===== config.mk =====
export PLATFORM = sky130hd
export DESIGN_NAME = watchdog_bus_control_regs
export DESIGN_NICKNAME = d
export VERILOG_FILES = /design/src/wdbus_pkg.sv /design/src/spi_frame_slave.sv /design/src/watchdog_bus_control_regs.sv
export VERILOG_INCLUDE_DIRS = /design/src
export SDC_FILE = /design/constraint.sdc
export NUM_CORES = 1
export LEC_CHECK = 0
export BUFFER_PORTS_ARGS = -buffer_cell sky130_fd_sc_hd__buf_2
export CORE_MARGIN = 10
export CORE_UTILIZATION = 35
export CTS_CLUSTER_SIZE = 16
export DETAILED_ROUTE_END_ITERATION = 8
export HOLD_SLACK_MARGIN = 0.06
export PLACE_DENSITY_LB_ADDON = 0.1
export SLEW_MARGIN = 25
export SYNTH_ARGS = -nofsm -noshare
export SYNTH_HDL_FRONTEND = slang
export SYNTH_SLANG_ARGS = --single-unit

===== constraint.sdc =====
create_clock -name sys_clk -period 2.3 [get_ports sys_clk]
set_input_delay 0.115 -clock sys_clk [delete_from_list [all_inputs] [get_ports sys_clk]]
set_output_delay 0.115 -clock sys_clk [all_outputs]
set_load 0.01 [all_outputs]

===== src/wdbus_map.svh =====
// register offsets, field positions, reset and reload values of the control bank
`ifndef WDBUS_MAP_SVH
`define WDBUS_MAP_SVH

`define WDB_ADDR_WATCHDOG     7'h03
`define WDB_ADDR_BUS          7'h04
`define WDB_ADDR_PEAK         7'h05
`define WDB_ADDR_WAKE         7'h06

`define WDB_WD_CHECKSUM_BIT   7
`define WDB_WD_STOP_OFF_BIT   6
`define WDB_WD_WINDOW_BIT     5
`define WDB_WD_BUS_WAKE_BIT   4
`define WDB_WD_RSVD_BIT       3
`define WDB_WD_PERIOD_MSB     2
`define WDB_WD_PERIOD_LSB     0

`define WDB_BUS_FLASH_BIT     7
`define WDB_BUS_LOW_SLOPE_BIT 6
`define WDB_BUS_TXD_TO_BIT    5
`define WDB_BUS_LIN_MSB       4
`define WDB_BUS_LIN_LSB       3
`define WDB_BUS_RSVD_BIT      2
`define WDB_BUS_CAN_MSB       1
`define WDB_BUS_CAN_LSB       0

`define WDB_PEAK_BIT          5
`define WDB_WAKE_STOP_OFF_BIT 2

`define WDB_WD_RESET          8'h14
`define WDB_WD_RESTART_PERIOD 3'h4
`define WDB_BUS_RESET         8'h20
`define WDB_PEAK_RESET        8'h00
`define WDB_WAKE_RESET        8'h00
`define WDB_BUS_FAILSAFE_LOW  5'h09
`define WDB_PEAK_FAILSAFE     8'h01
`define WDB_WD_MASK           8'hF7
`define WDB_BUS_MASK          8'hFB
`define WDB_PEAK_MASK         8'h20
`define WDB_WAKE_MASK         8'h04

`define WDB_PERIOD_MS_0       10'h00A
`define WDB_PERIOD_MS_1       10'h014
`define WDB_PERIOD_MS_2       10'h032
`define WDB_PERIOD_MS_3       10'h064
`define WDB_PERIOD_MS_4       10'h0C8
`define WDB_PERIOD_MS_5       10'h1F4
`define WDB_PERIOD_MS_6       10'h3E8
`define WDB_PERIOD_MS_RSVD    10'h000

`define WDB_FRAME_BITS        5'h10
`define WDB_ADDR_BITS         5'h07

`endif


===== src/wdbus_pkg.sv =====
// types shared by the control bank and its serial frame slave
package wdbus_pkg;

    typedef enum logic [2:0] {
        SBC_INIT,
        SBC_NORMAL,
        SBC_STOP,
        SBC_SLEEP,
        SBC_RESTART,
        SBC_FAILSAFE
    } sbc_mode_e;

    typedef struct packed {
        logic       write;
        logic [6:0] addr;
        logic [7:0] data;
    } spi_frame_s;

    typedef struct packed {
        logic flash;
        logic lowSlope;
        logic txdTimeout;
    } lin_cfg_s;

endpackage : wdbus_pkg

===== src/spi_frame_slave.sv =====
// serial frame slave: 16-bit frames, write flag, 7-bit address, 8-bit data
`timescale 1ns/1ps
`include "wdbus_map.svh"
module spi_frame_slave (
    input  wire logic                  sys_clk,
    input  wire logic                  reset_n,
    input  wire logic                  sclk,
    input  wire logic                  sdi,
    input  wire logic                  chipSelectN,
    input  wire logic [7:0]            readByte,
    output      logic [6:0]            peekAddr,
    output      wdbus_pkg::spi_frame_s frame,
    output      logic                  frameDone,
    output      logic                  frameError,
    output      logic                  sdo,
    output      logic                  sdoEnable
);
    logic        sclkPrev_reg;
    logic        csPrev_reg;
    logic [4:0]  bitCount_reg;
    logic [15:0] shiftIn_reg;
    logic [7:0]  shiftOut_reg;
    logic        csFall;
    logic        csRise;
    logic        sclkRise;
    logic        sclkFall;

    assign csFall   = csPrev_reg & ~chipSelectN;
    assign csRise   = ~csPrev_reg & chipSelectN;
    assign sclkRise = ~sclkPrev_reg & sclk & ~chipSelectN;
    assign sclkFall = sclkPrev_reg & ~sclk & ~chipSelectN;
    assign peekAddr = {shiftIn_reg[5:0], sdi};

    // edge history
    always_ff @(posedge sys_clk or negedge reset_n) begin
        if (!reset_n) begin
            sclkPrev_reg <= 1'b0;
            csPrev_reg   <= 1'b1;
        end else begin
            sclkPrev_reg <= sclk;
            csPrev_reg   <= chipSelectN;
        end
    end

    // receive shifter and bit count
    always_ff @(posedge sys_clk or negedge reset_n) begin
        if (!reset_n) begin
            bitCount_reg <= 5'h00;
            shiftIn_reg  <= 16'h0000;
        end else if (csFall) begin
            bitCount_reg <= 5'h00;
        end else if (sclkRise) begin
            shiftIn_reg <= {shiftIn_reg[14:0], sdi};
            if (bitCount_reg != 5'h1F) begin
                bitCount_reg <= bitCount_reg + 5'h01;
            end
        end
    end

    // transmit shifter: old register contents after the address
    always_ff @(posedge sys_clk or negedge reset_n) begin
        if (!reset_n) begin
            shiftOut_reg <= 8'h00;
            sdo          <= 1'b0;
        end else if (csFall) begin
            shiftOut_reg <= 8'h00;
            sdo          <= 1'b0;
        end else if (sclkRise && bitCount_reg == `WDB_ADDR_BITS) begin
            shiftOut_reg <= readByte;
        end else if (sclkFall) begin
            sdo          <= shiftOut_reg[7];
            shiftOut_reg <= {shiftOut_reg[6:0], 1'b0};
        end
    end

    // frame completion on chip select release
    always_ff @(posedge sys_clk or negedge reset_n) begin
        if (!reset_n) begin
            frame      <= '0;
            frameDone  <= 1'b0;
            frameError <= 1'b0;
            sdoEnable  <= 1'b0;
        end else begin
            sdoEnable  <= ~chipSelectN;
            frameDone  <= csRise && bitCount_reg == `WDB_FRAME_BITS;
            frameError <= csRise && bitCount_reg != `WDB_FRAME_BITS;
            if (csRise) begin
                frame <= shiftIn_reg;
            end
        end
    end

endmodule : spi_frame_slave


===== src/watchdog_bus_control_regs.sv =====
// watchdog, bus transceiver and supply peak control registers behind the serial port
`timescale 1ns/1ps
`include "wdbus_map.svh"
module watchdog_bus_control_regs (
    input  wire logic                 sys_clk,
    input  wire logic                 reset_n,
    input  wire logic                 softReset,
    input  wire logic                 restartEntry,
    input  wire logic                 failSafeEntry,
    input  wire wdbus_pkg::sbc_mode_e sbcMode,
    input  wire logic [1:0]           restartLinMode,
    input  wire logic [1:0]           restartCanMode,
    input  wire logic                 busWake,
    input  wire logic                 sclk,
    input  wire logic                 sdi,
    input  wire logic                 chip_select_n,
    output      logic                 sdo,
    output      logic                 sdoEnable,
    output      logic                 spiFail,
    output      logic                 stopWdogOff,
    output      logic                 windowTypeSelect,
    output      logic                 wdogLongWindowStart,
    output      logic [2:0]           periodSelect,
    output      logic [9:0]           periodMs,
    output      wdbus_pkg::lin_cfg_s  linCfg,
    output      logic [1:0]           firstLinMode,
    output      logic [1:0]           canMode,
    output      logic                 regulatorPeakThreshold
);
    logic [7:0]            watchdogControl_reg;
    logic [7:0]            watchdogControl_next;
    logic [7:0]            busTransceiverControl_reg;
    logic [7:0]            busTransceiverControl_next;
    logic [7:0]            supplyPeakControl_reg;
    logic [7:0]            supplyPeakControl_next;
    logic [7:0]            wakeControl_reg;
    logic [7:0]            wakeControl_next;
    logic [6:0]            peekAddr;
    logic [7:0]            readByte;
    wdbus_pkg::spi_frame_s frame;
    logic                  frameDone;
    logic                  frameError;
    logic                  wdWrite;
    logic                  busWrite;
    logic                  peakWrite;
    logic                  wakeWrite;
    logic                  parityBad;

    function automatic logic [9:0] period_to_ms(input logic [2:0] code);
        case (code)
            3'h0:    period_to_ms = `WDB_PERIOD_MS_0;
            3'h1:    period_to_ms = `WDB_PERIOD_MS_1;
            3'h2:    period_to_ms = `WDB_PERIOD_MS_2;
            3'h3:    period_to_ms = `WDB_PERIOD_MS_3;
            3'h4:    period_to_ms = `WDB_PERIOD_MS_4;
            3'h5:    period_to_ms = `WDB_PERIOD_MS_5;
            3'h6:    period_to_ms = `WDB_PERIOD_MS_6;
            default: period_to_ms = `WDB_PERIOD_MS_RSVD;
        endcase
    endfunction : period_to_ms

    function automatic logic [7:0] read_mux(input logic [6:0] addr,
                                            input logic [7:0] wd,
                                            input logic [7:0] bus,
                                            input logic [7:0] peak,
                                            input logic [7:0] wake);
        case (addr)
            `WDB_ADDR_WATCHDOG: read_mux = wd;
            `WDB_ADDR_BUS:      read_mux = bus;
            `WDB_ADDR_PEAK:     read_mux = peak;
            `WDB_ADDR_WAKE:     read_mux = wake;
            default:            read_mux = 8'h00;
        endcase
    endfunction : read_mux

    spi_frame_slave u_frame (
        .sys_clk     (sys_clk),
        .reset_n     (reset_n),
        .sclk        (sclk),
        .sdi         (sdi),
        .chipSelectN (chip_select_n),
        .readByte    (readByte),
        .peekAddr    (peekAddr),
        .frame       (frame),
        .frameDone   (frameDone),
        .frameError  (frameError),
        .sdo         (sdo),
        .sdoEnable   (sdoEnable)
    );

    // previous contents go back to the host
    assign readByte = read_mux(peekAddr, watchdogControl_reg, busTransceiverControl_reg,
                               supplyPeakControl_reg, wakeControl_reg);

    // write decode
    assign wdWrite   = frameDone && frame.write && frame.addr == `WDB_ADDR_WATCHDOG;
    assign busWrite  = frameDone && frame.write && frame.addr == `WDB_ADDR_BUS;
    assign peakWrite = frameDone && frame.write && frame.addr == `WDB_ADDR_PEAK;
    assign wakeWrite = frameDone && frame.write && frame.addr == `WDB_ADDR_WAKE;
    assign parityBad = ^frame.data;

    // watchdog control next value
    always_comb begin
        watchdogControl_next = watchdogControl_reg;
        if (restartEntry) begin
            watchdogControl_next                       = watchdogControl_reg;
            watchdogControl_next[`WDB_WD_STOP_OFF_BIT] = 1'b0;
            watchdogControl_next[`WDB_WD_RSVD_BIT]     = 1'b0;
            watchdogControl_next[`WDB_WD_PERIOD_MSB:`WDB_WD_PERIOD_LSB] = `WDB_WD_RESTART_PERIOD;
        end else if (wdWrite && !parityBad) begin
            watchdogControl_next = frame.data & `WDB_WD_MASK;
        end
    end

    // bus transceiver control next value
    always_comb begin
        busTransceiverControl_next = busTransceiverControl_reg;
        if (failSafeEntry) begin
            busTransceiverControl_next[4:0] = `WDB_BUS_FAILSAFE_LOW;
        end else if (restartEntry) begin
            busTransceiverControl_next[`WDB_BUS_LIN_MSB:`WDB_BUS_LIN_LSB] = restartLinMode;
            busTransceiverControl_next[`WDB_BUS_RSVD_BIT]                 = 1'b0;
            busTransceiverControl_next[`WDB_BUS_CAN_MSB:`WDB_BUS_CAN_LSB] = restartCanMode;
        end else if (busWrite) begin
            busTransceiverControl_next = frame.data & `WDB_BUS_MASK;
        end
    end

    // supply peak control next value
    always_comb begin
        supplyPeakControl_next = supplyPeakControl_reg;
        if (failSafeEntry) begin
            supplyPeakControl_next = `WDB_PEAK_FAILSAFE;
        end else if (restartEntry) begin
            supplyPeakControl_next = supplyPeakControl_reg & `WDB_PEAK_MASK;
        end else if (peakWrite && (sbcMode == wdbus_pkg::SBC_INIT || sbcMode == wdbus_pkg::SBC_NORMAL)) begin
            supplyPeakControl_next = frame.data & `WDB_PEAK_MASK;
        end
    end

    // wake control next value
    always_comb begin
        wakeControl_next = wakeControl_reg;
        if (restartEntry) begin
            wakeControl_next = `WDB_WAKE_RESET;
        end else if (wakeWrite) begin
            wakeControl_next = frame.data & `WDB_WAKE_MASK;
        end
    end

    // watchdog control
    always_ff @(posedge sys_clk or negedge reset_n) begin
        if (!reset_n) begin
            watchdogControl_reg <= `WDB_WD_RESET;
        end else if (softReset) begin
            watchdogControl_reg <= `WDB_WD_RESET;
        end else begin
            watchdogControl_reg <= watchdogControl_next;
        end
    end

    // bus transceiver control
    always_ff @(posedge sys_clk or negedge reset_n) begin
        if (!reset_n) begin
            busTransceiverControl_reg <= `WDB_BUS_RESET;
        end else if (softReset) begin
            busTransceiverControl_reg <= `WDB_BUS_RESET;
        end else begin
            busTransceiverControl_reg <= busTransceiverControl_next;
        end
    end

    // supply peak control
    always_ff @(posedge sys_clk or negedge reset_n) begin
        if (!reset_n) begin
            supplyPeakControl_reg <= `WDB_PEAK_RESET;
        end else if (softReset) begin
            supplyPeakControl_reg <= `WDB_PEAK_RESET;
        end else begin
            supplyPeakControl_reg <= supplyPeakControl_next;
        end
    end

    // internal wake control
    always_ff @(posedge sys_clk or negedge reset_n) begin
        if (!reset_n) begin
            wakeControl_reg <= `WDB_WAKE_RESET;
        end else if (softReset) begin
            wakeControl_reg <= `WDB_WAKE_RESET;
        end else begin
            wakeControl_reg <= wakeControl_next;
        end
    end

    // serial failure flag pulse
    always_ff @(posedge sys_clk or negedge reset_n) begin
        if (!reset_n) begin
            spiFail <= 1'b0;
        end else begin
            spiFail <= frameError || (wdWrite && parityBad);
        end
    end

    // watchdog settings toward the watchdog counter
    always_ff @(posedge sys_clk or negedge reset_n) begin
        if (!reset_n) begin
            stopWdogOff      <= 1'b0;
            windowTypeSelect <= 1'b0;
            periodSelect     <= 3'h4;
            periodMs         <= `WDB_PERIOD_MS_4;
        end else begin
            stopWdogOff      <= watchdogControl_next[`WDB_WD_STOP_OFF_BIT]
                              & wakeControl_next[`WDB_WAKE_STOP_OFF_BIT];
            windowTypeSelect <= watchdogControl_next[`WDB_WD_WINDOW_BIT];
            periodSelect     <= watchdogControl_next[`WDB_WD_PERIOD_MSB:`WDB_WD_PERIOD_LSB];
            periodMs         <= period_to_ms(
                watchdogControl_next[`WDB_WD_PERIOD_MSB:`WDB_WD_PERIOD_LSB]);
        end
    end

    // watchdog start on bus wake in stop mode
    always_ff @(posedge sys_clk or negedge reset_n) begin
        if (!reset_n) begin
            wdogLongWindowStart <= 1'b0;
        end else begin
            wdogLongWindowStart <= busWake && sbcMode == wdbus_pkg::SBC_STOP
                                 && watchdogControl_reg[`WDB_WD_BUS_WAKE_BIT];
        end
    end

    // transceiver and supply peak settings
    always_ff @(posedge sys_clk or negedge reset_n) begin
        if (!reset_n) begin
            linCfg                 <= '0;
            firstLinMode           <= 2'h0;
            canMode                <= 2'h0;
            regulatorPeakThreshold <= 1'b0;
        end else begin
            linCfg.flash      <= busTransceiverControl_next[`WDB_BUS_FLASH_BIT];
            linCfg.lowSlope   <= busTransceiverControl_next[`WDB_BUS_LOW_SLOPE_BIT];
            linCfg.txdTimeout <= busTransceiverControl_next[`WDB_BUS_TXD_TO_BIT];
            firstLinMode      <= busTransceiverControl_next[`WDB_BUS_LIN_MSB:`WDB_BUS_LIN_LSB];
            canMode           <= busTransceiverControl_next[`WDB_BUS_CAN_MSB:`WDB_BUS_CAN_LSB];
            regulatorPeakThreshold <= supplyPeakControl_next[`WDB_PEAK_BIT];
        end
    end

endmodule : watchdog_bus_control_regs


; Yosys cells after proc, flatten, opt, wreduce, memory -nomap -nowiden
; Index checks and enable logic that the tools add are counted.
[totals]
ff_bits = 108
in_bits = 16
out_inout_bits = 27
elab_cells = 127
[op_classes]
n_addsub = 1
eq_ne = 22
n_mux = 27
bitwise_logic = 12
reduce_logical = 32
[ops]
columns = cell, n
row1 = $mux 8, 15
row2 = $pmux 10 s7, 1
row3 = $eq 7x3->1 const B, 6
row4 = $pmux 8 s4, 1
row5 = $mux 5, 5
row6 = $eq 7x2->1 const B, 2
row7 = $logic_and 1x1->1, 13
row8 = $ne 5x5->1 const B, 2
row9 = $eq 3x2->1 const B, 3
row10 = $eq 3x3->1 const B, 3
row11 = $reduce_bool 3->1, 3
row12 = $reduce_and 2->1, 4
row13 = $reduce_bool 2->1, 4
row14 = $reduce_bool 4->1, 2
row15 = $reduce_xor 8->1, 1
row16 = $and 1x1->1, 7
row17 = $eq 3x1->1 const B, 2
row18 = $logic_not 3->1, 2
row19 = $mux 3, 2
row20 = $add 5x1->5 const B, 1
row21 = $eq 5x3->1 const B, 1
row22 = $eq 5x5->1 const B, 1
row23 = $not 1->1, 5
row24 = $mux 1, 3
row25 = 4 further kinds, 5

; Longest topological paths before layout
; Gate-level depths: netlist (run 1).
[depth]
word_depth = 7
ltp_mapped = 7
mapped_depth_nobuf = 7

; By module
; A second synthesis (run 1) with hierarchy kept.
[unflattened]
cells_unflattened = 333
hier_area_um2 = 4071.4
[modules_own_cells]
columns = module, instances, cells_per_inst, area_per_inst_um2, seq_area_each_um2
row1 = spi_frame_slave, 1, 157, 2115.8, 1277.5
row2 = watchdog_bus_control_regs, 1, 176, 1955.6, 1034.7

; Worst setup path after synthesis (run 1)
; OpenSTA, ideal clock, no wires.
[synth_path]
path_type = reg2reg
from = reg u_frame.sclkPrev_reg
to = reg u_frame.shiftOut_reg[1]
setup_time_ns = 0.076
t_arrival_ns = 1.800
required_time_ns = 2.224
slack_ns = 0.423
stages_incl_launch_ff = 5
path_buffers = 0
synth_period_minus_slack_ns = 1.877
cell_sequence = dfrtp_1 or3b_4 or4_4 or4_4 o21ai_1
[synth_between]
elab_chain_cells = 6
word_cells_on_any_way = 9
classes_between = 2 x mux / 5 x bitwise / 2 x reduce/logical
[synth_rtl]
columns = item, line
row1 = start: declaration, spi_frame_slave.sv:18  ; logic sclkPrev_reg;
row2 = start signal: assignment, spi_frame_slave.sv:40  ; sclkPrev_reg <= sclk;
row3 = $not 1->1, spi_frame_slave.sv:30  ; assign sclkRise = ~sclkPrev_reg & sclk & ~chipSelectN;
row4 = $and 1x1->1 (2 in a row), spi_frame_slave.sv:30
row5 = $logic_and 1x1->1 (no source line), --
row6 = $mux 8, spi_frame_slave.sv:68  ; end else if (sclkRise && bitCount_reg == `WDB_ADDR_BITS) begin
row7 = $mux 8, spi_frame_slave.sv:65  ; end else if (csFall) begin
row8 = end signal: assignment, spi_frame_slave.sv:69  ; shiftOut_reg <= readByte;
row9 = end signal: assignment, spi_frame_slave.sv:72  ; shiftOut_reg <= {shiftOut_reg[6:0], 1'b0};
row10 = end: declaration, spi_frame_slave.sv:22  ; logic [7:0] shiftOut_reg;
; Several ways; a longest one is shown, not always the timed one.
; A chain may end at the register's enable or synchronous reset.

; Worst setup path after layout (run 1)
[layout_path]
from = reg u_frame.bitCount_reg[0]
to = reg u_frame.shiftOut_reg[6]
[layout_between]
elab_chain_cells = 4
word_cells_on_any_way = 5
classes_between = 1 x eq/ne / 2 x mux / 2 x reduce/logical
[layout_rtl]
columns = item, line
row1 = start: declaration, spi_frame_slave.sv:20  ; logic [4:0] bitCount_reg;
row2 = start signal: assignment, spi_frame_slave.sv:55  ; bitCount_reg <= bitCount_reg + 5'h01;
row3 = $eq 5x3->1 (no source line) *, --
row4 = $logic_and 1x1->1 (no source line) *, --
row5 = $mux 8, spi_frame_slave.sv:68
row6 = $mux 8, spi_frame_slave.sv:65
; Every way passes the cells marked *; elsewhere a longest branch is shown, timed or not.

==> reports/metrics.cfg, run 1 <==
[hold_path]
hold_depth=2
hp-start=sbcMode[1]
min_path_type=in -> reg
min_to=wdogLongWindowStart

[placed_design]
portBuffers=41
dpl-instance-area_sq_mm=0.00455
place.gp.congestion=0.803
hpwl_um=7280

[clock_network]
post_cts_buffers=0
cts_buffers=9
clk_latency_ns=0.35
h-tree-depth=3
clock-sinks=92
path_clk_slew_ns=0.06
cts-root-buf=clkbuf_16
clockBufferDepth=2
cts_tree=yes

[synth]
synthSimpleGateAreaFrac_pct=19.3
synth_top_cell_by_area=dfrtp_1
synth-main-ff-cell=dfrtp_1
syn-mean-instance-area_sq_um=10.6
synth_adder_area_share_pct=0.902
netlist_top_cells_area=dfrtp_1 51%, nand2_1 6.0%, mux2_2 5.1%
yosysWarnings=0
syn-num-nets=413
async_flop_share_pct=100
synth_edf_count=0
synthDistinctLibCells=49
synthMuxAreaShare_pct=7.55
yosysSeqAreaShare_pct=55.6
synthCells=394
synth_area_sq_mm=0.00416
synth_top_area_share_pct=50.5
synth-xor-area-share_pct=4.09
synth-seq-cells=92
synth_top_family_by_area=simple AND/OR/NAND/NOR gates
synth_compound_area_share_pct=9.56

[global_route]
grt_first_pass_wirelength_um=16600
overflow=0
track_usage_pct=12.9
antenna_found_initial=0
grt_max_degree=30
first_global_vias=3077

[pwr]
power_frac_comb_pct=21.1
p_sw_w=0.00130
power_switching_share_pct=29.5
peakVddDrop_mv=0.412
p_seq_share_pct=40.9
p_int_w=0.00311
p_clk_share_pct=38.1
power_density_mw_per_mm2=885
p_leak_nw=2.33

[sta]
skew_ns=0.00919
period_minus_slack_ns=2.06
max_freq_mhz=484
finalSetupViolCount=0
hold_violations=0
drv_slew=0
relSlewSlack_pct=47.1
tightest_slew_ns=0.787
rsz0062_at_grt=no
finalSetupTns_ns=0
fin_crit_sh_pct=89.8

[critical_path]
worst_setup_path_start_kind=register
path_depth=6
rrSetupSlack_ns=0.24
crit_top_cell=nand2_1
path_buf_inv=0
crit_family=simple AND/OR/NAND/NOR gates
crit_chain=ha_1, nand2_1, o41ai_1, nand2_1, or4_4, o21ai_1
worstSetupPathType=reg -> reg
endpoint_kind=register
r2r-start=u_frame.bitCount_reg[0]
worstPathArrival_ns=2.35
cpPeakStageDelay_ns=0.56
slowest_stage=or4_4
reg2reg_depth=6
worst_ep_required_time_ns=2.58
r2r_end=u_frame.shiftOut_reg[6]
critPathMaxFanout=4

[die]
die_area_sq_mm=0.0167
die_w_um=129
start_util_pct=36.1
rows=39
coreArea_sq_mm=0.0115
pin_count=43
die_y_um=129

[job]
max_cap_viol_count=0

[route]
drc=0
drt-met1-wl_um=4890
top_layer=met4
wl_met2_um=4630
antenna_left=0
first_pass_iters=4
postRouteWirelength_um=10100
dr_wl_met3_um=439
drt_iter0_markers=221
drt-wirelength-per-cell_um=17.1
vias=3005
viasPerCell=5.08

[finish]
fillers=1116
synthToLayoutAreaGrowth_pct=19.6
final_area_sq_mm=0.00498
diodes=0
fin_nets=463
mostFrequentLayoutCells=84 x dfrtp_1, 67 x nand2_1, 40 x buf_2
final_layout_size_suffix_gt1_share_pct=23.4
final_common_cell=dfrtp_1
seqCellArea_sq_mm=0.00231
multiInputGateArea_sq_mm=0.00174

[status]
outcome=completed

## through the flow
step           util [%]  hold slack (ns)  setup WS [ns]  cells  total power [W]
2_1_floorplan         -           -0.181          0.423    394          0.00243
3_3_place_gp       39.5           0.0571          0.260    568          0.00269
3_5_place_dp       39.5           0.0623          0.170    568          0.00270
4_1_cts            43.1           0.0664          0.160    592          0.00439
5_1_grt            43.2           0.0677         0.0803    592          0.00463
6_report           43.2           0.0726          0.235    592          0.00441
## per-layer routing
| layer | GRT usage (%) | vias to the layer above |
|---|---|---|
| li1 | - | 1474 |
| met1 | 17.1 | 1465 |
| met2 | 19.3 | 52 |
| met3 | 3.71 | 14 |
| met4 | 5.35 | 0 |
| met5 | 0 | - |
## area by class of cell
type,count,area share (%)
sequential,92,46.4
multi-input combinational,273,34.9
timing repair buffer,61,7.84
clock buffer,12,4.75
tap,143,3.59
clock inverter,4,1.96
inverter,7,0.528
## worst max path at each step
| stage | start | end | slack, ns |
|---|---|---|---|
| 2_1_floorplan | u_frame.sclkPrev_reg | u_frame.shiftOut_reg[1] | 0.42 |
| 3_3_place_gp | u_frame.frame[1] | stopWdogOff | 0.26 |
| 3_5_place_dp | u_frame.frame[5] | stopWdogOff | 0.17 |
| 4_1_cts | u_frame.frame[5] | stopWdogOff | 0.16 |
| 5_1_grt | u_frame.bitCount_reg[0] | u_frame.shiftOut_reg[6] | 0.08 |
| 6_report | u_frame.bitCount_reg[0] | u_frame.shiftOut_reg[6] | 0.24 |
## cell families (layout without fill, tap and decap cells)
group,Yosys count,after routing
AO/OA/AOI/OAI,65,65
XOR/XNOR,16,16
adder cells (fa/ha/maj),3,3
buffers and inverters,29,84
flip-flops,92,92
multiplexers,29,29
other,1,1
AND/OR/NAND/NOR,159,159
## power by group through the flow
stage | combinational, W | sequential [W] | clock (W)
2_1_floorplan | 0.000642 | 0.00179 | 0
4_1_cts | 0.000879 | 0.00180 | 0.00171
3_3_place_gp | 0.000860 | 0.00183 | 0
5_1_grt | 0.00102 | 0.00181 | 0.00179
6_report | 0.000928 | 0.00180 | 0.00168
3_5_place_dp | 0.000866 | 0.00183 | 0
## timing repair
action / CTS / global route
gates resized for setup: 0 / 1
hold buffers: 8 / 0
endpoints found under the setup margin: 0 / 1
hold endpoints to repair: 59 / 0
## synth_stat cells, types with 7 or more instances
cell / number
o21ai_1: 8
nand2_1: 67
mux2i_1: 10
nor2b_1: 9
nand4_1: 7
dfrtp_1: 84
o21ai_0: 12
mux2_2: 19
nor2_1: 24
dfstp_2: 8
inv_1: 7
nand3_1: 9
nor3b_1: 8
clkbuf_1: 16
a21oi_1: 17
No activity file was read; power rests on OpenSTA's default activity.
==> run 2: changes to the inputs <==
--- a/config.mk
+++ b/config.mk
@@ -9,6 +9,7 @@
 export BUFFER_PORTS_ARGS = -buffer_cell sky130_fd_sc_hd__buf_2
 export CORE_MARGIN = 10
 export CORE_UTILIZATION = 35
+export CTS_BUF_LIST = sky130_fd_sc_hd__clkbuf_2
 export CTS_CLUSTER_SIZE = 16
 export DETAILED_ROUTE_END_ITERATION = 8
 export HOLD_SLACK_MARGIN = 0.06
==> run 2 against run 1 <==
Critical path depth is 1 lower. Clock power fell by 39%. Register-to-register slack worse by 0.11 ns. Critical path type unchanged. Critical endpoint is now regulatorPeakThreshold.
==> reports/metrics.cfg, run 2 (synthesis results as in run 1) <==
[job]
max_cap_viol_count=0  ; unchanged

[critical_path]
worst_ep_required_time_ns=2.83  ; was 2.58 ns
reg2reg_depth=5  ; was 6
r2r_end=regulatorPeakThreshold  ; was u_frame.shiftOut_reg[6]
worst_setup_path_start_kind=register  ; unchanged
worstPathArrival_ns=2.70  ; was 2.35 ns
worstSetupEndpoint=regulatorPeakThreshold  ; was u_frame.shiftOut_reg[6]
endpoint_kind=register  ; unchanged
critPathMaxFanout=6  ; was 4
rrSetupSlack_ns=0.12  ; was 0.24 ns
cp-startpoint=u_frame.frame[9]  ; was u_frame.bitCount_reg[0]
r2r-start=u_frame.frame[9]  ; was u_frame.bitCount_reg[0]
worstSetupPathType=reg -> reg  ; unchanged

[global_route]
grt_max_degree=30  ; unchanged
overflow=0  ; unchanged
first_global_vias=3132  ; was 3,077
track_usage_pct=13.0  ; was 12.9%
antenna_found_initial=0  ; unchanged
grt_first_pass_wirelength_um=16700  ; was 16,600 um

[sta]
relSlewSlack_pct=48.7  ; was 47.1%
finalSetupTns_ns=0  ; unchanged
rsz0062_at_grt=no  ; unchanged
max_freq_mhz=459  ; was 484 MHz
fin_crit_sh_pct=94.7  ; was 89.8%
whs_ns=0.175  ; was 0.0726 ns
finalSetupViolCount=0  ; unchanged
worst_slack_ns=0.121  ; was 0.235 ns
skew_ns=0.0284  ; was 0.00919 ns
period_minus_slack_ns=2.18  ; was 2.06 ns
drv_slew=0  ; unchanged
tightest_slew_ns=0.763  ; was 0.787 ns
hold_violations=0  ; unchanged

[finish]
final_layout_size_suffix_gt1_share_pct=23.9  ; was 23.4%
mostFrequentLayoutCells=84 x dfrtp_1, 67 x nand2_1, 40 x buf_2  ; unchanged
diodes=0  ; unchanged
synthToLayoutAreaGrowth_pct=18.7  ; was 19.6%
fin_nets=475  ; was 463
final_common_cell=dfrtp_1  ; unchanged

[pwr]
total_power_w=0.00376  ; was 0.00441 W
peakVddDrop_mv=0.408  ; was 0.412 mV
power_density_mw_per_mm2=762  ; was 885 mW/mm^2
p_leak_nw=2.33  ; about the same

[clock_network]
path_clk_slew_ns=0.24  ; was 0.06 ns
cts-root-buf=clkbuf_2  ; was clkbuf_16
clk_latency_ns=0.59  ; was 0.35 ns
cts_tree=yes  ; unchanged
cts_buffers=9  ; unchanged
post_cts_buffers=0  ; unchanged
clock-sinks=92  ; unchanged
clockBufferDepth=2  ; unchanged
h-tree-depth=3  ; unchanged

[placed_design]
place.gp.congestion=0.803  ; unchanged
hpwl_um=7280  ; unchanged
portBuffers=41  ; unchanged
place_ws_ns=0.170  ; unchanged

[die]
die_y_um=129  ; unchanged
coreArea_sq_mm=0.0115  ; unchanged
die_w_um=129  ; unchanged
pin_count=43  ; unchanged
start_util_pct=36.1  ; unchanged
die_area_sq_mm=0.0167  ; unchanged
rows=39  ; unchanged

[route]
viasPerCell=5.08  ; about the same
antenna_left=0  ; unchanged
first_pass_iters=4  ; unchanged
drt_iter0_markers=222  ; was 221
postRouteWirelength_um=10200  ; was 10,100 um
drc=0  ; unchanged
drt-wirelength-per-cell_um=16.9  ; was 17.1 um
vias=3071  ; was 3,005

[status]
outcome=completed  ; unchanged

[hold_path]
min_path_type=in -> reg  ; unchanged

## run 2: cell count changes in the layout (fill, tap and decap cells not counted), sizes merged
cell         previous run  this run
dlygate4sd3             8        19
buf                    53        54
## run 2: worst min path at each step
stage                        from  slack, ns                            to  cells after the start
global placement          reset_n       0.06             u_frame.sdoEnable                      1
floorplan                 reset_n      -0.18  busTransceiverControl_reg[0]                      0
detailed placement        reset_n       0.06             u_frame.sdoEnable                      1
finish                       sclk       0.17          u_frame.sclkPrev_reg                      2
global route        chip_select_n       0.15            u_frame.csPrev_reg                      2
CTS                          sclk       0.12          u_frame.sclkPrev_reg                      2
## run 2: area by class of cell
class                      instances  area, sq um
tap                              143          179
clock inverter                     4         97.6
multi-input combinational        273         1740
inverter                           7         26.3
fill                            1127         6580
timing repair buffer              73          520
sequential                        92         2310
clock buffer                      12         60.1
## run 2: report_power, final
part,internal [W],switching (W)
combinational,0.000353,0.000581
sequential,0.00170,0.0000990
clock,0.000481,0.000544
## run 2: timing repair
item                       CTS  global route
setup endpoints to repair    0             3
hold endpoints to repair   142             0
resized for setup            0             2
hold buffers                20             0
## run 2: critical path, cell delays in order (launching register included)
cell	delay (ns)
dfrtp_1	0.51
nor4b_1	0.53
nand4_1	0.19
mux2i_1	0.16
dlygate4sd3_1	0.57
nor2_1	0.15
## run 2: layer usage
metal	vias to the layer above	global-route usage [%]	routed length [um]
met2	55	19.9	4740
met5	-	0	0
met1	1501	17.1	4860
met3	15	2.98	451
li1	1500	-	-
met4	0	5.89	178
## run 2: metrics by stage
step	util, %	std cells	instance area, sq um
finish	42.9	604	4940
global route	42.9	604	4940
CTS	42.7	604	4920
detailed placement	39.5	568	4550
global placement	39.5	568	4550
floorplan	-	394	4160
==> run 3: changes to the inputs <==
--- a/config.mk
+++ b/config.mk
@@ -6,12 +6,12 @@
 export SDC_FILE = /design/constraint.sdc
 export NUM_CORES = 1
 export LEC_CHECK = 0
-export BUFFER_PORTS_ARGS = -buffer_cell sky130_fd_sc_hd__buf_2
 export CORE_MARGIN = 10
 export CORE_UTILIZATION = 35
 export CTS_BUF_LIST = sky130_fd_sc_hd__clkbuf_2
 export CTS_CLUSTER_SIZE = 16
 export DETAILED_ROUTE_END_ITERATION = 8
+export DONT_BUFFER_PORTS = 1
 export HOLD_SLACK_MARGIN = 0.06
 export PLACE_DENSITY_LB_ADDON = 0.1
 export SLEW_MARGIN = 25
==> constraint.sdc (replaced) <==
create_clock -name sys_clk -period 1.9 [get_ports sys_clk]
set_input_delay 0.095 -clock sys_clk [delete_from_list [all_inputs] [get_ports sys_clk]]
set_output_delay 0.095 -clock sys_clk [all_outputs]
set_load 0.01 [all_outputs]
==> run 3 against run 2 <==
The flow now finishes with violations (negative hold slack, negative setup slack). Count of clock-buffer cells in the layout shrank 2. Clock skew is essentially flat. Setup slack lost 0.21 ns. Wire length grew 3.7%. Critical path type unchanged. Critical endpoint is now u_frame.shiftOut_reg[4]. Largest cell class unchanged. Largest power group unchanged. Highest routed layer unchanged.
==> reports/metrics.cfg, run 3 (synthesis results as in run 1) <==
[critical_path]
worst_ep_required_time_ns=2.44  ; was 2.83 ns
endpoint_kind=register  ; unchanged
rrSetupSlack_ns=-0.09  ; was 0.12 ns
crit_family=simple AND/OR/NAND/NOR gates  ; unchanged
crit_top_cell=or4_4
critPathMaxFanout=4  ; was 6
path_buf_inv=0  ; was 1
cpPeakStageDelay_ns=0.54  ; was 0.57 ns
crit_chain=or3b_4, or4_4, or4_4, o21ai_2  ; was nor4b_1, nand4_1, mux2i_1, dlygate4sd3_1, nor2_1
slowest_stage=or4_4  ; was dlygate4sd3_1
worstPathArrival_ns=2.53  ; was 2.70 ns
worst_setup_path_start_kind=register  ; unchanged
worstSetupPathType=reg -> reg  ; unchanged

[clock_network]
cts_buffers=9  ; unchanged
clk_latency_ns=0.59  ; about the same
path_clk_slew_ns=0.23  ; was 0.24 ns
cts-root-buf=clkbuf_2  ; unchanged
h-tree-depth=3  ; unchanged
clockBufferDepth=2  ; unchanged
clock-sinks=92  ; unchanged
cts_tree=yes  ; unchanged

[sta]
period_minus_slack_ns=1.99  ; was 2.18 ns
finalSetupViolCount=7  ; was 0
fin_crit_sh_pct=105  ; was 94.7%
max_freq_mhz=502  ; was 459 MHz
tightest_slew_ns=0.892  ; was 0.763 ns
hold_violations=11  ; was 0
worst_slack_ns=-0.0925  ; was 0.121 ns
drv_slew=0  ; unchanged
relSlewSlack_pct=40.4  ; was 48.7%
skew_ns=0.0285  ; was 0.0284 ns
finalSetupTns_ns=-0.598  ; was 0 ns
whs_ns=-0.529  ; was 0.175 ns
rsz0062_at_grt=yes  ; was no

[finish]
final_layout_size_suffix_gt1_share_pct=29.5  ; was 23.9%
fillers=1091  ; was 1,127
synthToLayoutAreaGrowth_pct=25.0  ; was 18.7%
mostFrequentLayoutCells=82 x dfrtp_1, 66 x nand2_1, 46 x buf_4  ; was 84 x dfrtp_1, 67 x nand2_1, 40 x buf_2
diodes=0  ; unchanged
final_common_cell=dfrtp_1  ; unchanged
final_util_pct=45.2  ; was 42.9%
fin_nets=471  ; was 475

[global_route]
grt_util_met2_pct=20.6  ; was 19.9%
track_usage_pct=13.2  ; was 13.0%
gr-usage-met1_pct=17.2  ; was 17.1%
first_global_vias=3015  ; was 3,132
grt_max_degree=93  ; was 30
grt_util_met3_pct=3.38  ; was 2.98%
grt_first_pass_wirelength_um=16800  ; was 16,700 um
grt_busiest_layer=met2  ; unchanged
antenna_found_initial=0  ; unchanged
overflow=0  ; unchanged

[pwr]
p_leak_nw=2.35  ; was 2.33 nW
power_density_mw_per_mm2=989  ; was 762 mW/mm^2
total_power_w=0.00514  ; was 0.00376 W
peakVddDrop_mv=0.398  ; was 0.408 mV

[die]
die_y_um=129  ; unchanged
pin_count=43  ; unchanged
die_area_sq_mm=0.0167  ; unchanged
rows=39  ; unchanged
coreArea_sq_mm=0.0115  ; unchanged
die_w_um=129  ; unchanged
start_util_pct=36.1  ; unchanged

[placed_design]
hpwl_um=7320  ; was 7280 um
portBuffers=0  ; was 41
place_ws_ns=-0.0932  ; was 0.170 ns
place.gp.congestion=0.806  ; was 0.803

[route]
vias=3050  ; was 3,071
antenna_left=0  ; unchanged
drt-wirelength-per-cell_um=17.7  ; was 16.9 um
drt_iter0_markers=223  ; was 222
drc=0  ; unchanged
viasPerCell=5.08  ; about the same
postRouteWirelength_um=10600  ; was 10,200 um
first_pass_iters=4  ; unchanged

[status]
failed_checks=negative hold slack, negative setup slack
outcome=finished, violations left  ; was completed

[job]
max_cap_viol_count=0  ; unchanged

[hold_path]
min_path_type=in -> reg  ; unchanged

run 3: changes by cell type in the layout (fill, tap and decap cells not counted), sizes merged:
cell | before | now
buf | 54 | 49
clkbuf | 12 | 10
bufinv | 3 | 2
clkinv | 0 | 1
clkinvlp | 1 | 2
dlygate4sd3 | 19 | 20
inv | 7 | 8
run 3: where the power goes:
group / switching, W / internal (W)
registers: 0.000130 / 0.00207
logic: 0.000920 / 0.000900
clock network: 0.000689 / 0.000439
total: 0.00174 / 0.00341
run 3: repair_timing:
| item | 4_1_cts | 5_1_grt |
|---|---|---|
| hold buffers | 17 | 4 |
| buffers inserted | 2 | 3 |
| cloned | 0 | 0 |
| hold endpoints to repair | 168 | 104 |
| endpoints found under the setup margin | 27 | 33 |
| pin swaps | 10 | 15 |
| resized for setup | 15 | 27 |
run 3: path summary, 6_finish.rpt:
path / start / endpoint / cells past startpoint
worst max-delay path: u_frame.sclkPrev_reg / u_frame.shiftOut_reg[4] / 4
worst min-delay path: chip_select_n / u_frame.csPrev_reg / 0
worst max register to register: u_frame.sclkPrev_reg / u_frame.shiftOut_reg[4] / 4
worst min register to register: u_frame.frameError / spiFail / 1
max in group asynchronous: reset_n / periodMs[3] / 3
min in group asynchronous: reset_n / u_frame.shiftOut_reg[0] / 3
run 3: layout make-up:
class                           count  area, sq um  area share [%]
Clock buffer                       10         50.0           0.962
Clock inverter                      6         87.6            1.68
Inverter                            7         26.3           0.505
Multi-Input combinational cell    273         1940            37.3
Sequential cell                    92         2310            44.5
Tap cell                          143          179            3.44
Timing Repair Buffer               69          604            11.6
run 3: metal layers:
layer | up-vias | part of all wire, % | wire length [um]
li1 | 1485 | - | -
met1 | 1513 | 48 | 5100
met2 | 42 | 47 | 5000
met3 | 10 | 3.3 | 350
met4 | 0 | 1.4 | 149
met5 | - | 0 | 0
run 3: metrics by stage:
step,hold WS [ns],cells,cell area (sq um)
floorplan,-0.201,394,4160
global placement,-0.196,559,4590
detailed placement,-0.195,559,4590
CTS,-0.931,593,4990
global route,-0.616,600,5200
finish,-0.529,600,5200
